File: src/blctp_pkg.sv
package blctp_pkg;

    // Pixel and offset widths.
    localparam int PIX_W = 12;
    localparam int AOFS_W = 8;

    // Register byte addresses on the APB bus.
    localparam logic [7:0] A_CTRL = 8'h00;
    localparam logic [7:0] A_OFS_G1 = 8'h04;
    localparam logic [7:0] A_OFS_R = 8'h08;
    localparam logic [7:0] A_OFS_B = 8'h0C;
    localparam logic [7:0] A_OFS_G2 = 8'h10;
    localparam logic [7:0] A_GAIN_G = 8'h14;
    localparam logic [7:0] A_GAIN_RB = 8'h18;
    localparam logic [7:0] A_DIG = 8'h1C;
    localparam logic [7:0] A_THR = 8'h20;
    localparam logic [7:0] A_TP_GRN = 8'h24;
    localparam logic [7:0] A_TP_RED = 8'h28;
    localparam logic [7:0] A_TP_BLU = 8'h2C;
    localparam logic [7:0] A_TP_DATA = 8'h30;
    localparam logic [7:0] A_TP_BAR = 8'h34;

    // Control, digital gain and threshold register fields.
    localparam int CTRL_MAN = 0;
    localparam int CTRL_LOCK_G = 1;
    localparam int CTRL_LOCK_RB = 2;
    localparam int CTRL_TP_EN = 3;
    localparam int CTRL_MODE_LSB = 4;
    localparam int DIG_GAIN_LSB = 16;
    localparam int THR_HI_LSB = 16;

    // Reset values and the black level target.
    localparam logic [7:0] CTRL_RST = 8'h00;
    localparam logic [11:0] THR_LO_RST = 12'h0A0;
    localparam logic [11:0] THR_HI_RST = 12'h0C0;
    localparam logic [11:0] BLACK_TARGET = 12'h0A8;
    localparam logic [11:0] TP_BAR_RST = 12'h010;

    // Calibration averages 2**CAL_SHIFT dark samples per step.
    localparam int CAL_SHIFT = 4;
    localparam logic signed [7:0] CAL_STEP = 8'sh01;

    // Pattern select codes.
    localparam logic [3:0] TP_FIELD = 4'h0;
    localparam logic [3:0] TP_HGRAD = 4'h1;
    localparam logic [3:0] TP_VGRAD = 4'h2;
    localparam logic [3:0] TP_DGRAD = 4'h3;
    localparam logic [3:0] TP_CLASSIC = 4'h4;
    localparam logic [3:0] TP_WALK = 4'h5;
    localparam logic [3:0] TP_HBARS = 4'h6;
    localparam logic [3:0] TP_VBARS = 4'h7;
    localparam logic [3:0] TP_CBARS = 4'h8;

    typedef enum logic [1:0] {COL_G1, COL_R, COL_B, COL_G2} blctp_colour_type;

    typedef struct packed {
        logic valid;
        logic sof;
        logic sol;
        logic dark_row;
        logic dark_col;
        blctp_colour_type colour;
        logic [11:0] data;
    } blctp_pix_type;

    typedef struct packed {
        logic [3:0] mode;
        logic [11:0] green;
        logic [11:0] red;
        logic [11:0] blue;
        logic [11:0] tdata;
        logic [11:0] bar;
    } blctp_tp_cfg_type;

endpackage : blctp_pkg

File: src/blctp_dark_cal.sv
module blctp_dark_cal (
    input wire logic pclk,
    input wire logic presetn,
    input wire logic enable,
    input wire blctp_pkg::blctp_pix_type pix,
    input wire logic [11:0] thr_lo,
    input wire logic [11:0] thr_hi,
    output logic [3:0][7:0] cal_ofs
);

    logic [15:0] sum_q [4];
    logic [3:0] cnt_q [4];
    logic sample;
    logic [1:0] ch;
    logic [15:0] sum_next;
    logic [11:0] avg;
    logic signed [7:0] cur;

    // Only active columns of dark rows feed the average.
    assign sample = enable & pix.valid & pix.dark_row & ~pix.dark_col;
    assign ch = pix.colour;
    assign sum_next = sum_q[ch] + {4'h0, pix.data};
    assign avg = sum_next[15:blctp_pkg::CAL_SHIFT];
    assign cur = $signed(cal_ofs[ch]);

    // Sample first, then step the offset only when outside the window.
    always_ff @(posedge pclk or negedge presetn) begin
        if (!presetn) begin
            for (int i = 0; i < 4; i++) begin
                sum_q[i] <= 16'h0000;
                cnt_q[i] <= 4'h0;
                cal_ofs[i] <= 8'h00;
            end
        end else if (sample) begin
            cnt_q[ch] <= cnt_q[ch] + 4'h1;
            if (cnt_q[ch] == 4'hF) begin
                sum_q[ch] <= 16'h0000;
                if (avg < thr_lo && cur != 8'sh7F) begin
                    cal_ofs[ch] <= cur + blctp_pkg::CAL_STEP;
                end else if (avg > thr_hi && cur != -8'sh80) begin
                    cal_ofs[ch] <= cur - blctp_pkg::CAL_STEP;
                end
            end else begin
                sum_q[ch] <= sum_next;
            end
        end
    end

endmodule : blctp_dark_cal

File: src/blctp_pattern_gen.sv
module blctp_pattern_gen (
    input wire logic pclk,
    input wire logic presetn,
    input wire blctp_pkg::blctp_pix_type pix,
    input wire blctp_pkg::blctp_tp_cfg_type cfg,
    output logic [11:0] value
);

    logic [11:0] h_q, vr_q, cpos_q, rpos_q;
    logic codd_q, rodd_q, ract_q;
    logic [2:0] cidx_q;
    logic [11:0] h_c, v_c, cpos_c, rpos_c;
    logic codd_c, rodd_c, ract_c, rstep, act, cwrap, rwrap;
    logic [2:0] cidx_c, rgb;
    logic [11:0] own, chan;

    // Picks the programmed value that matches the filter colour.
    function automatic logic [11:0] pick(logic [1:0] c,
        logic [11:0] g, logic [11:0] r, logic [11:0] b);
        if (c == 2'(blctp_pkg::COL_R)) return r;
        else if (c == 2'(blctp_pkg::COL_B)) return b;
        else return g;
    endfunction : pick

    // Counters restart at row and frame starts.
    assign act = pix.valid & ~pix.dark_row & ~pix.dark_col;
    assign rstep = pix.valid & pix.sol & ~pix.sof & ract_q;
    assign h_c = (pix.valid & pix.sol) ? 12'h000 : h_q;
    assign cpos_c = (pix.valid & pix.sol) ? 12'h000 : cpos_q;
    assign codd_c = (pix.valid & pix.sol) ? 1'b0 : codd_q;
    assign cidx_c = (pix.valid & pix.sol) ? 3'h0 : cidx_q;
    assign ract_c = (pix.valid & pix.sol) ? 1'b0 : ract_q;
    assign rwrap = rpos_q + 12'h001 >= cfg.bar;
    assign cwrap = cpos_c + 12'h001 >= cfg.bar;
    assign v_c = (pix.valid & pix.sof) ? 12'h000
        : (rstep ? vr_q + 12'h001 : vr_q);
    assign rpos_c = (pix.valid & pix.sof) ? 12'h000
        : (rstep ? (rwrap ? 12'h000 : rpos_q + 12'h001) : rpos_q);
    assign rodd_c = (pix.valid & pix.sof) ? 1'b0
        : (rstep & rwrap ? ~rodd_q : rodd_q);

    // Column counters advance on active pixels; row counters advance at the next row start after a row with active pixels.
    always_ff @(posedge pclk or negedge presetn) begin
        if (!presetn) begin
            {h_q, vr_q, cpos_q, rpos_q} <= 48'h0;
            {codd_q, rodd_q, ract_q, cidx_q} <= 6'h00;
        end else begin
            h_q <= act ? h_c + 12'h001 : h_c;
            vr_q <= v_c;
            rpos_q <= rpos_c;
            rodd_q <= rodd_c;
            ract_q <= ract_c | act;
            cpos_q <= act ? (cwrap ? 12'h000 : cpos_c + 12'h001) : cpos_c;
            codd_q <= act & cwrap ? ~codd_c : codd_c;
            cidx_q <= act & cwrap ? cidx_c + 3'h1 : cidx_c;
        end
    end

    // Colour bar table: white, yellow, cyan, green, magenta, red, blue, black.
    assign rgb = 3'h7 - {cidx_c[1], cidx_c[2], cidx_c[0]};
    assign own = pick(pix.colour, cfg.green, cfg.red, cfg.blue);
    assign chan = (pix.colour == blctp_pkg::COL_R) ? {12{rgb[2]}}
        : (pix.colour == blctp_pkg::COL_B) ? {12{rgb[0]}} : {12{rgb[1]}};

    // One pattern at a time; dark pixels take their colour value.
    always_comb begin
        value = own;
        if (act) begin
            case (cfg.mode)
                blctp_pkg::TP_HGRAD: value = h_c;
                blctp_pkg::TP_VGRAD: value = v_c;
                blctp_pkg::TP_DGRAD: value = h_c + v_c;
                blctp_pkg::TP_CLASSIC: value = h_c[0] ? ~cfg.tdata
                    : cfg.tdata;
                blctp_pkg::TP_WALK: value = 12'h001 << (h_c % 12);
                blctp_pkg::TP_HBARS: value = rodd_c ? cfg.blue
                    : cfg.green;
                blctp_pkg::TP_VBARS: value = codd_c ? cfg.blue
                    : cfg.green;
                blctp_pkg::TP_CBARS: value = chan;
                default: value = own;
            endcase
        end
    end

endmodule : blctp_pattern_gen

File: src/blctp_top.sv
module blctp_top (
    input wire logic pclk,
    input wire logic presetn,
    input wire logic psel,
    input wire logic penable,
    input wire logic pwrite,
    input wire logic [7:0] paddr,
    input wire logic [31:0] pwdata,
    output logic [31:0] prdata,
    output logic pready,
    output logic pslverr,
    input wire blctp_pkg::blctp_pix_type pix_in,
    output blctp_pkg::blctp_pix_type pix_out,
    output logic [3:0][7:0] analog_ofs
);

    logic [7:0] ctrl_q;
    logic [3:0][7:0] prog_q;
    logic [3:0][7:0] use_q;
    logic [3:0][7:0] eff;
    logic [3:0][7:0] cal_ofs;
    logic [15:0] gain_g_q;
    logic [15:0] gain_rb_q;
    logic [11:0] dofs_q;
    logic [6:0] dgain_q;
    logic [11:0] thr_lo_q;
    logic [11:0] thr_hi_q;
    logic [11:0] tp_grn_q;
    logic [11:0] tp_red_q;
    logic [11:0] tp_blu_q;
    logic [11:0] tp_data_q;
    logic [11:0] tp_bar_q;
    logic man_prev_q;
    logic [31:0] prdata_q;
    blctp_pkg::blctp_pix_type head_q;
    blctp_pkg::blctp_pix_type out_q;
    blctp_pkg::blctp_tp_cfg_type tp_cfg;
    logic [11:0] tp_value;

    logic manual;
    logic enter_manual;
    logic lock_g;
    logic lock_rb;
    logic tp_en;
    logic setup;
    logic wr;
    logic hit;
    logic [3:0] wr_ofs;
    logic [31:0] rd_mux;
    logic [11:0] corrected;

    // Gain-aware digital black level correction with clamping.
    function automatic logic [11:0] correct(logic [11:0] x,
        logic [6:0] g, logic [11:0] ofs);
        logic signed [13:0] d;
        logic signed [22:0] p;
        logic signed [22:0] s;
        d = $signed({2'b00, x}) - $signed({2'b00, blctp_pkg::BLACK_TARGET});
        p = 23'(d) * $signed({15'h0000, 8'({1'b0, g} + 8'h08)});
        s = (p >>> 3) + $signed({11'h000, blctp_pkg::BLACK_TARGET})
            + 23'($signed(ofs));
        if (s < 0) begin
            return 12'h000;
        end else if (s > 23'sh000FFF) begin
            return 12'hFFF;
        end else begin
            return s[11:0];
        end
    endfunction : correct

    // Control field breakout.
    assign manual = ctrl_q[blctp_pkg::CTRL_MAN];
    assign lock_g = ctrl_q[blctp_pkg::CTRL_LOCK_G];
    assign lock_rb = ctrl_q[blctp_pkg::CTRL_LOCK_RB];
    assign tp_en = ctrl_q[blctp_pkg::CTRL_TP_EN];
    assign enter_manual = manual & ~man_prev_q;

    // APB phase decode; the slave always answers without wait states.
    assign setup = psel & ~penable;
    assign wr = psel & penable & pwrite;
    assign pready = 1'b1;
    assign pslverr = psel & penable & ~hit;
    assign prdata = prdata_q;

    // Offset writes per colour channel.
    assign wr_ofs[blctp_pkg::COL_G1] = wr && paddr == blctp_pkg::A_OFS_G1;
    assign wr_ofs[blctp_pkg::COL_R] = wr && paddr == blctp_pkg::A_OFS_R;
    assign wr_ofs[blctp_pkg::COL_B] = wr && paddr == blctp_pkg::A_OFS_B;
    assign wr_ofs[blctp_pkg::COL_G2] = wr && paddr == blctp_pkg::A_OFS_G2;

    // Paired channels share one offset when locked and gains match.
    assign eff[blctp_pkg::COL_G1] = use_q[blctp_pkg::COL_G1];
    assign eff[blctp_pkg::COL_R] = use_q[blctp_pkg::COL_R];
    assign eff[blctp_pkg::COL_G2] =
        (lock_g && gain_g_q[7:0] == gain_g_q[15:8])
        ? use_q[blctp_pkg::COL_G1] : use_q[blctp_pkg::COL_G2];
    assign eff[blctp_pkg::COL_B] =
        (lock_rb && gain_rb_q[7:0] == gain_rb_q[15:8])
        ? use_q[blctp_pkg::COL_R] : use_q[blctp_pkg::COL_B];

    // Read selection; offsets read back the value in use.
    always_comb begin
        hit = 1'b1;
        rd_mux = 32'h0000_0000;
        if (paddr == blctp_pkg::A_CTRL) begin
            rd_mux = {24'h00_0000, ctrl_q};
        end else if (paddr == blctp_pkg::A_OFS_G1) begin
            rd_mux = {24'h00_0000, eff[blctp_pkg::COL_G1]};
        end else if (paddr == blctp_pkg::A_OFS_R) begin
            rd_mux = {24'h00_0000, eff[blctp_pkg::COL_R]};
        end else if (paddr == blctp_pkg::A_OFS_B) begin
            rd_mux = {24'h00_0000, eff[blctp_pkg::COL_B]};
        end else if (paddr == blctp_pkg::A_OFS_G2) begin
            rd_mux = {24'h00_0000, eff[blctp_pkg::COL_G2]};
        end else if (paddr == blctp_pkg::A_GAIN_G) begin
            rd_mux = {16'h0000, gain_g_q};
        end else if (paddr == blctp_pkg::A_GAIN_RB) begin
            rd_mux = {16'h0000, gain_rb_q};
        end else if (paddr == blctp_pkg::A_DIG) begin
            rd_mux = {9'h000, dgain_q, 4'h0, dofs_q};
        end else if (paddr == blctp_pkg::A_THR) begin
            rd_mux = {4'h0, thr_hi_q, 4'h0, thr_lo_q};
        end else if (paddr == blctp_pkg::A_TP_GRN) begin
            rd_mux = {20'h0_0000, tp_grn_q};
        end else if (paddr == blctp_pkg::A_TP_RED) begin
            rd_mux = {20'h0_0000, tp_red_q};
        end else if (paddr == blctp_pkg::A_TP_BLU) begin
            rd_mux = {20'h0_0000, tp_blu_q};
        end else if (paddr == blctp_pkg::A_TP_DATA) begin
            rd_mux = {20'h0_0000, tp_data_q};
        end else if (paddr == blctp_pkg::A_TP_BAR) begin
            rd_mux = {20'h0_0000, tp_bar_q};
        end else begin
            hit = 1'b0;
        end
    end

    // Read data is captured in the setup phase and held for the access.
    always_ff @(posedge pclk or negedge presetn) begin
        if (!presetn) begin
            prdata_q <= 32'h0000_0000;
        end else if (setup) begin
            prdata_q <= rd_mux;
        end
    end

    // Configuration registers written in the access phase.
    always_ff @(posedge pclk or negedge presetn) begin
        if (!presetn) begin
            ctrl_q <= blctp_pkg::CTRL_RST;
            gain_g_q <= 16'h0000;
            gain_rb_q <= 16'h0000;
            dofs_q <= 12'h000;
            dgain_q <= 7'h00;
            thr_lo_q <= blctp_pkg::THR_LO_RST;
            thr_hi_q <= blctp_pkg::THR_HI_RST;
        end else if (wr) begin
            if (paddr == blctp_pkg::A_CTRL) begin
                ctrl_q <= pwdata[7:0];
            end
            if (paddr == blctp_pkg::A_GAIN_G) begin
                gain_g_q <= pwdata[15:0];
            end
            if (paddr == blctp_pkg::A_GAIN_RB) begin
                gain_rb_q <= pwdata[15:0];
            end
            if (paddr == blctp_pkg::A_DIG) begin
                dofs_q <= pwdata[11:0];
                dgain_q <= pwdata[blctp_pkg::DIG_GAIN_LSB +: 7];
            end
            if (paddr == blctp_pkg::A_THR) begin
                thr_lo_q <= pwdata[11:0];
                thr_hi_q <= pwdata[blctp_pkg::THR_HI_LSB +: 12];
            end
        end
    end

    // Test pattern registers.
    always_ff @(posedge pclk or negedge presetn) begin
        if (!presetn) begin
            tp_grn_q <= 12'h000;
            tp_red_q <= 12'h000;
            tp_blu_q <= 12'h000;
            tp_data_q <= 12'h000;
            tp_bar_q <= blctp_pkg::TP_BAR_RST;
        end else if (wr) begin
            if (paddr == blctp_pkg::A_TP_GRN) begin
                tp_grn_q <= pwdata[11:0];
            end
            if (paddr == blctp_pkg::A_TP_RED) begin
                tp_red_q <= pwdata[11:0];
            end
            if (paddr == blctp_pkg::A_TP_BLU) begin
                tp_blu_q <= pwdata[11:0];
            end
            if (paddr == blctp_pkg::A_TP_DATA) begin
                tp_data_q <= pwdata[11:0];
            end
            if (paddr == blctp_pkg::A_TP_BAR) begin
                tp_bar_q <= pwdata[11:0];
            end
        end
    end

    // Programmed offsets are always stored, whatever the mode.
    always_ff @(posedge pclk or negedge presetn) begin
        if (!presetn) begin
            prog_q <= 32'h0000_0000;
            man_prev_q <= 1'b0;
        end else begin
            man_prev_q <= manual;
            for (int c = 0; c < 4; c++) begin
                if (wr_ofs[c]) begin
                    prog_q[c] <= pwdata[7:0];
                end
            end
        end
    end

    // Offsets in use follow calibration, or the programmed value.
    always_ff @(posedge pclk or negedge presetn) begin
        if (!presetn) begin
            use_q <= 32'h0000_0000;
        end else begin
            for (int c = 0; c < 4; c++) begin
                if (!manual) begin
                    use_q[c] <= cal_ofs[c];
                end else if (wr_ofs[c]) begin
                    use_q[c] <= pwdata[7:0];
                end else if (enter_manual) begin
                    use_q[c] <= prog_q[c];
                end
            end
        end
    end

    // Analog offsets are driven from flip-flops.
    always_ff @(posedge pclk or negedge presetn) begin
        if (!presetn) begin
            analog_ofs <= 32'h0000_0000;
        end else begin
            analog_ofs <= eff;
        end
    end

    // Dark-row calibration runs only outside manual mode.
    blctp_dark_cal u_cal (
        .pclk(pclk),
        .presetn(presetn),
        .enable(~manual),
        .pix(pix_in),
        .thr_lo(thr_lo_q),
        .thr_hi(thr_hi_q),
        .cal_ofs(cal_ofs)
    );

    // Pattern generator configuration.
    assign tp_cfg.mode = ctrl_q[blctp_pkg::CTRL_MODE_LSB +: 4];
    assign tp_cfg.green = tp_grn_q;
    assign tp_cfg.red = tp_red_q;
    assign tp_cfg.blue = tp_blu_q;
    assign tp_cfg.tdata = tp_data_q;
    assign tp_cfg.bar = tp_bar_q;

    blctp_pattern_gen u_tp (
        .pclk(pclk),
        .presetn(presetn),
        .pix(pix_in),
        .cfg(tp_cfg),
        .value(tp_value)
    );

    // Head of the datapath: the pattern replaces sensor samples.
    always_ff @(posedge pclk or negedge presetn) begin
        if (!presetn) begin
            head_q <= '0;
        end else begin
            head_q <= pix_in;
            if (tp_en) begin
                head_q.data <= tp_value;
            end
        end
    end

    // Correction touches active columns of every row, dark rows too.
    assign corrected = head_q.dark_col ? head_q.data
        : correct(head_q.data, dgain_q, dofs_q);

    // Final stage feeds the output pins.
    always_ff @(posedge pclk or negedge presetn) begin
        if (!presetn) begin
            out_q <= '0;
        end else begin
            out_q <= head_q;
            out_q.data <= corrected;
        end
    end

    assign pix_out = out_q;

endmodule : blctp_top

File: config.mk
export PLATFORM = sky130hd
export DESIGN_NAME = blctp_top
export DESIGN_NICKNAME = d
export VERILOG_FILES = /design/src/blctp_pkg.sv /design/src/blctp_dark_cal.sv /design/src/blctp_pattern_gen.sv /design/src/blctp_top.sv
export SDC_FILE = /design/constraint.sdc
export NUM_CORES = 1
export LEC_CHECK = 0
export BUFFER_PORTS_ARGS = -buffer_cell sky130_fd_sc_hd__buf_2
export CORE_MARGIN = 2
export CORE_UTILIZATION = 35
export DETAILED_ROUTE_END_ITERATION = 6
export GPL_ROUTABILITY_DRIVEN = 0
export PLACE_DENSITY = 0.52
export SYNTH_ARGS = -nofsm -noshare
export SYNTH_HDL_FRONTEND = slang
export SYNTH_SLANG_ARGS = --single-unit
File: constraint.sdc
create_clock -name pclk -period 16.2 [get_ports pclk]
set_clock_uncertainty 0.05 [all_clocks]
set_input_delay 3.24 -clock pclk [delete_from_list [all_inputs] [get_ports pclk]]
set_output_delay 3.24 -clock pclk [all_outputs]
set_load 0.01 [all_outputs]
Word level (Yosys, flattened, before mapping)
Cells that the tools add are included.

word-level totals
  flip-flop bits (word level) = 476
  input port bits = 64
  output and inout bits = 85
  word-level logic and storage cells = 267

operators by class
  multiply operators = 1
  divide/modulo/power cells = 1
  $lt $le $gt $ge = 10
  add/subtract/negate cells = 15
  shift operators = 1
  muxes and demuxes = 93
  equal/unequal tests = 32
  bitwise logic cells = 30
  reductions and logical operators = 24

operator list
  cell                   count
  $mux 12                27
  $mux 28                7
  $mux 32                4
  $mux 8                 16
  $pmux 12 s8            1
  $and 64x64->64         1
  $bwmux 32              2
  $bwmux 64              1
  $mux 64                1
  $not 64->64            1
  $add 12x1->12 const B  4
  $eq 8x6->1 const B     6
  $mux 16                3
  $bmux 16 s2            1
  $demux 16 s2           1
  $eq 8x5->1 const B     4
  $mod 12x4->32 const B  1
  $shl 1x32->12 const A  1
  $ge 12x12->1           2
  $mul 13x9->22          1
  $add 20x12->21         1
  $gt 21x13->1 const B   1
  $lt 21x1->1 const B    1
  $add 19x9->20 const B  1
  other kinds (44)       118

Longest topological paths before layout
  word-level depth = 17
  gate-level depth with buffers = 37
  gate-level depth less buffers = 36

Modules after synthesis
From an unflattened synthesis, not the netlist that was laid out.

unflattened totals
  cell total of the unflattened synthesis = 3041
  area total of the unflattened synthesis = 30556.8 um2

modules (own cells, without submodules)
  module             cells an instance  times used  area each (um2)  seq. area each (um2)
  blctp_top          1667               1           18059.8          7663.6
  blctp_dark_cal     586                1           6438.7           2802.7
  blctp_pattern_gen  788                1           6058.3           1351.3

Worst setup path before layout
OpenSTA, ideal clock, no wires.

  kind = input -> register
  start point = input port pix_in[13] (netlist bit)
  end point = register u_cal.cal_ofs[17] (netlist bit)
  data arrival time = 9.873 ns
  buffers on the path = 6
  slack = 6.153 ns
  library setup time = 0.125 ns
  data required time = 16.025 ns
  cell stages on the path = 28
  path through = clkbuf_1 clkbuf_1 clkbuf_1 buf_1 buf_1 clkbuf_1 mux4_2 ha_1 a21o_1 a21oi_1 o21bai_1 a21oi_1 o21bai_1 a21oi_1 o21bai_1 a21oi_1 o21ai_0 a21oi_1 nor2_1 xnor2_1 inv_1 ha_1 and3_1 a21oi_1 nor3b_1 a22o_1 nand3_1 mux2_2

between the ends
  cells in the longest elaborated chain, start to end = 9
  elaborated cells on any way between the ends = 30
  those cells by class = 3 x add/sub; 4 x order compare; 3 x eq/ne; 14 x mux; 1 x bitwise; 5 x reduce/logical

ends and longest elaborated chain
  what                                                 line                                        RTL
  start, declared                                      blctp_top.sv:12                             input wire blctp_pkg::blctp_pix_type pix_in,
  $not 2->3 (implied by the code)                      blctp_dark_cal.sv:22, blctp_dark_cal.sv:36
  $bmux 16 s2                                          blctp_dark_cal.sv:22                        assign sum_next = sum_q[ch] + {4'h0, pix.data};
  $mux 16 (implied by the code) (2 in a row)           blctp_dark_cal.sv:22
  $add 16x12->16                                       blctp_dark_cal.sv:22
  $gt 12x12->1 / $lt 12x12->1 (equally long branches)  blctp_dark_cal.sv:40, blctp_dark_cal.sv:38
  $logic_and 1x1->1, on equally long branches          blctp_dark_cal.sv:40, blctp_dark_cal.sv:38
  $reduce_bool 2->1 (no source line)                   --
  $reduce_and 3->1 (no source line)                    --
  end signal, assigned by index                        blctp_dark_cal.sv:39                        cal_ofs[ch] <= cur + blctp_pkg::CAL_STEP;
  end signal, assigned by index                        blctp_dark_cal.sv:41                        cal_ofs[ch] <= cur - blctp_pkg::CAL_STEP;
  end, declared                                        blctp_dark_cal.sv:8                         output logic [3:0][7:0] cal_ofs

Several ways; a longest one is shown, not always the timed one. The select of a mux whose other input is x is not followed.
A chain may end at the register's enable or synchronous reset.

Worst setup path in the final report
  start point = register head_q[3] (netlist bit)
  end point = register out_q (netlist bit pix_out[5])

between the ends
  cells in the longest elaborated chain, start to end = 8
  elaborated cells on any way between the ends = 9
  those cells by class = 3 x add/sub; 1 x mul; 2 x order compare; 3 x mux

ends and longest elaborated chain
  what                    line              RTL
  start, declared         blctp_top.sv:35   blctp_pkg::blctp_pix_type head_q;
  start signal, assigned  blctp_top.sv:278  head_q <= pix_in;
  $sub 12x8->13 (*)       blctp_top.sv:58   d = $signed({2'b00, x}) - $signed({2'b00, blctp_pkg::BLACK_TARGET});
  $mul 13x9->22 (*)       blctp_top.sv:59   p = 23'(d) * $signed({15'h0000, 8'({1'b0, g} + 8'h08)});
  $add 19x9->20 (*)       blctp_top.sv:60   s = (p >>> 3) + $signed({11'h000, blctp_pkg::BLACK_TARGET})
  $add 20x12->21 (*)      blctp_top.sv:61   + 23'($signed(ofs));
  $gt 21x13->1            blctp_top.sv:64   end else if (s > 23'sh000FFF) begin
  $mux 12                 blctp_top.sv:64
  $mux 12 (*)             blctp_top.sv:62   if (s < 0) begin
  $mux 12 (*)             blctp_top.sv:286  assign corrected = head_q.dark_col ? head_q.data
  via corrected[5]        blctp_top.sv:50   logic [11:0] corrected;
  end signal, assigned    blctp_top.sv:294  out_q <= head_q;
  end, declared           blctp_top.sv:36   blctp_pkg::blctp_pix_type out_q;

Mark *: on every way through the listed nets, which the timed path passes. The rest lies on a longest branch.

==> flow_summary_export.csv <==
group,metric,value,unit
route,ant_nets,0,
timing,slew_violations,0,
layout,fillerInstances,8115,
critical_path,path_max_fanout,12,
cts,cts_num_sinks,472,
timing,post-route-period-util,58.6,%
synth,synth_compound_area_share,12.6,%
route,dr.pass1.iters,5,
die,die_w,295,um
cts,post_cts_buffers,0,
power,p_per_area,102,mW/mm2
timing,setup_violations,0,
power,max-vdd-ir-drop,102,uV
die,io_pins,149,
layout,fin_nets,3318,
synth,synthAdderAreaFrac,12.7,%
route,vias_per_cell,5.37,
synth,synth-edff-count,0,
critical_path,critPathKind,"reg2reg",
die,die_height,295,um
place,numPortBuffers,139,
cts,cts_buffers,55,
synth,synthSimpleGateAreaFrac,11.8,%
timing,fin_crit,9.49,ns
layout,antenna_cells,0,
power,total_power,0.00341,W
die,core,0.0840,mm2
timing,timing.hold.ws,0.298,ns
timing,fmax,0.105,GHz
synth,netlist_instances,2909,
route,post-route-drc-count,0,
timing,max_slew_margin,22.1,%
critical_path,critPathMaxStageDelay,0.87,ns
cts,cts-htree-levels,2,
power,p_leak,16.0,nW
critical_path,required,16.64,ns
critical_path,worst_path_max_delay_cell,"a31oi_1",
grt,overflow,0,
critical_path,crit_path_end_kind,"flop",
flow_run,drv_cap,0,
cts,cts_buffer_depth,3,
synth,ys_ff_latch,472,
place,hpwl,68600,um
synth,yosysSeqAreaShare,39.7,%
route,routed-via-count,22400,
grt,grt_pass1_wl,141000,um
timing,finalHoldViolCount,0,
route,drt_iter0_drc,1883,
cts,clk_pin_slew_worst_paths,0.06,ns
worst_hold_path,min_path_type,"reg2reg",
route,wl_per_cell,21.9,um
synth,ys.flop_type,"dfrtp_1",
cts,cts_root_buf,"clkbuf_16",
route,wirelength,91500,um
timing,rsz0062_at_grt,"no",
power,net-switching-power,0.00104,W
timing,tightest_slew,1.15,ns
grt,grt_max_degree,123,
layout,layout-drive-gt1-share,19.0,%
grt,antenna_found_initial,3,
synth,yosys_warnings,0,
cts,cts_tree,"done",
place,placedInstanceArea,0.0316,mm2
synth,synth_cell_types,83,
cts,cts_hold_buf,0,
power,combPwrFrac,22.4,%
cts,cts_resized,0,
synth,synthXorXnorAreaFrac,4.48,%
power,p_seq_share,38.8,%
synth,muxShareOfSynthArea,14.0,%
grt,grt_pass1_vias,23000,
grt,grt_usage,21.1,%
die,row_count,106,
timing,fin_tns_setup,0,ns
layout,stdcell_area,0.0336,mm2
cts,insertion_delay,0.66,ns
synth,syn_area_per_cell,10.2,um2
power,p_int,0.00237,W
die,dieArea,0.0873,mm2
synth,synthesis.area,0.0297,mm2
run_status,status,"finished clean",
power,p_clk_share,38.8,%
power,p_sw_share,30.5,%
critical_path,critPathLaunchType,"flop",
layout,areaGrowthSynthToFinish,12.9,%
synth,ys_async_sr_fraction,100,%
synth,synth_top_family_by_area,"multiplexers",
critical_path,crit_arrival,9.93,ns
die,initial_core_util,35.4,%
## cells in the mapped netlist (25+ instances only)
master    instances  share of area, %
mux2_2          261               9.9
mux2i_1          63               2.1
xnor2_1         100               2.9
mux4_2           27               2.0
dfrtp_1         467                39
a22oi_1          28              0.71
xor2_1           52               1.5
nand3_1          62               1.0
ha_1            163               6.9
nor3_1           39              0.66
a21o_1           25              0.63
nor2b_1          33              0.69
inv_1           217               2.7
nor2_1          154               1.9
and2_1           37              0.78
o21ai_0         147               2.5
nand2_1         308               3.9
a211oi_1         26              0.66
nand2b_1         32              0.67
and3_1           28              0.59
o22ai_1          26              0.55
fa_1             87               5.9
clkbuf_1        113               1.4
a21oi_1         127               2.1
## through the flow
step                setup WS, ns  cells  util (%)
CTS                         6.73   4183      40.0
floorplan                   6.15   2912         -
finish                      6.71   4183      40.0
detailed placement          6.45   4081      37.6
global placement            6.47   4081      37.6
global route                5.99   4183      40.0
## flip-flops by register name, indices dropped and copies added (netlist names), 16 cells and up, named ones only
| signal | cells |
|---|---|
| gain_g_q | 16 |
| pix_out | 19 |
| eff | 16 |
| gain_rb_q | 16 |
| prdata | 28 |
| analog_ofs | 32 |
| use_q | 16 |
| prog_q | 32 |
| u_cal.cnt_q | 16 |
| head_q | 19 |
| u_cal.cal_ofs | 28 |
| u_cal.sum_q | 64 |
## placed cells by master (no fill, tap or decap), types with 62 or more instances in the layout
cell	netlist	final
dfrtp_1	467	466
mux2_2	261	261
o21ai_0	147	147
nor2_1	154	154
xnor2_1	100	100
nand3_1	62	62
inv_1	217	217
ha_1	163	163
nand2_1	308	308
a21oi_1	127	127
buf_2	4	136
mux2i_1	63	63
fa_1	87	87
## layout make-up
type | instances | area, um2 | share of cell area, %
multi-input cells | 2083 | 16600 | 49.4
well taps | 1134 | 1420 | 4.23
flip-flops and latches | 472 | 11800 | 35.2
inverters | 222 | 833 | 2.48
clock buffers | 75 | 1580 | 4.71
repair buffers | 170 | 943 | 2.81
clock inverters | 27 | 388 | 1.16
## power groups by stage
stage | logic, W | registers, W | clock network [W]
final | 0.000764 | 0.00132 | 0.00132
after global routing | 0.000862 | 0.00134 | 0.00140
after CTS | 0.000772 | 0.00132 | 0.00135
after detailed placement | 0.000768 | 0.00135 | 0
after global placement | 0.000742 | 0.00134 | 0
after floorplan | 0.000535 | 0.00133 | 0
## worst max-delay path, delay by kind of cell, from the launching register on
kind                     cells  cell delay (ns)
flip-flops                   1             0.49
adder cells (fa/ha/maj)      7             3.17
AO/OA/AOI/OAI               10             3.29
AND/OR/NAND/NOR              6             1.92
buffers and inverters        4             0.33
XOR/XNOR                     1             0.15
## layer usage
metal / vias up / GRT usage (%) / part of all wire, %
met5: - / 0 / 0.029
met4: 4 / 6.13 / 2.9
met3: 135 / 2.87 / 4.9
met2: 602 / 34.4 / 47
met1: 11300 / 29.1 / 46
li1: 10400 / - / -
## worst paths after layout
kind                                 start             end  slack (ns)  cells past startpoint
worst max register to register   head_q[3]      pix_out[5]        6.71                     28
max in group asynchronous          presetn      head_q[15]       11.28                      3
min in group asynchronous          presetn  u_cal.cnt_q[6]        2.64                      1
worst min register to register  head_q[15]     pix_out[15]        0.30                      0
worst min-delay path            head_q[15]     pix_out[15]        0.30                      0
worst max-delay path             head_q[3]      pix_out[5]        6.71                     28
## cells by family after synthesis
group           Yosys count
buf+inv                 357
other cells               2
xor+xnor                152
simple gates            754
mux                     351
flops                   472
compound gates          571
fa+ha+maj               250
(Power assumes the default switching activity.)
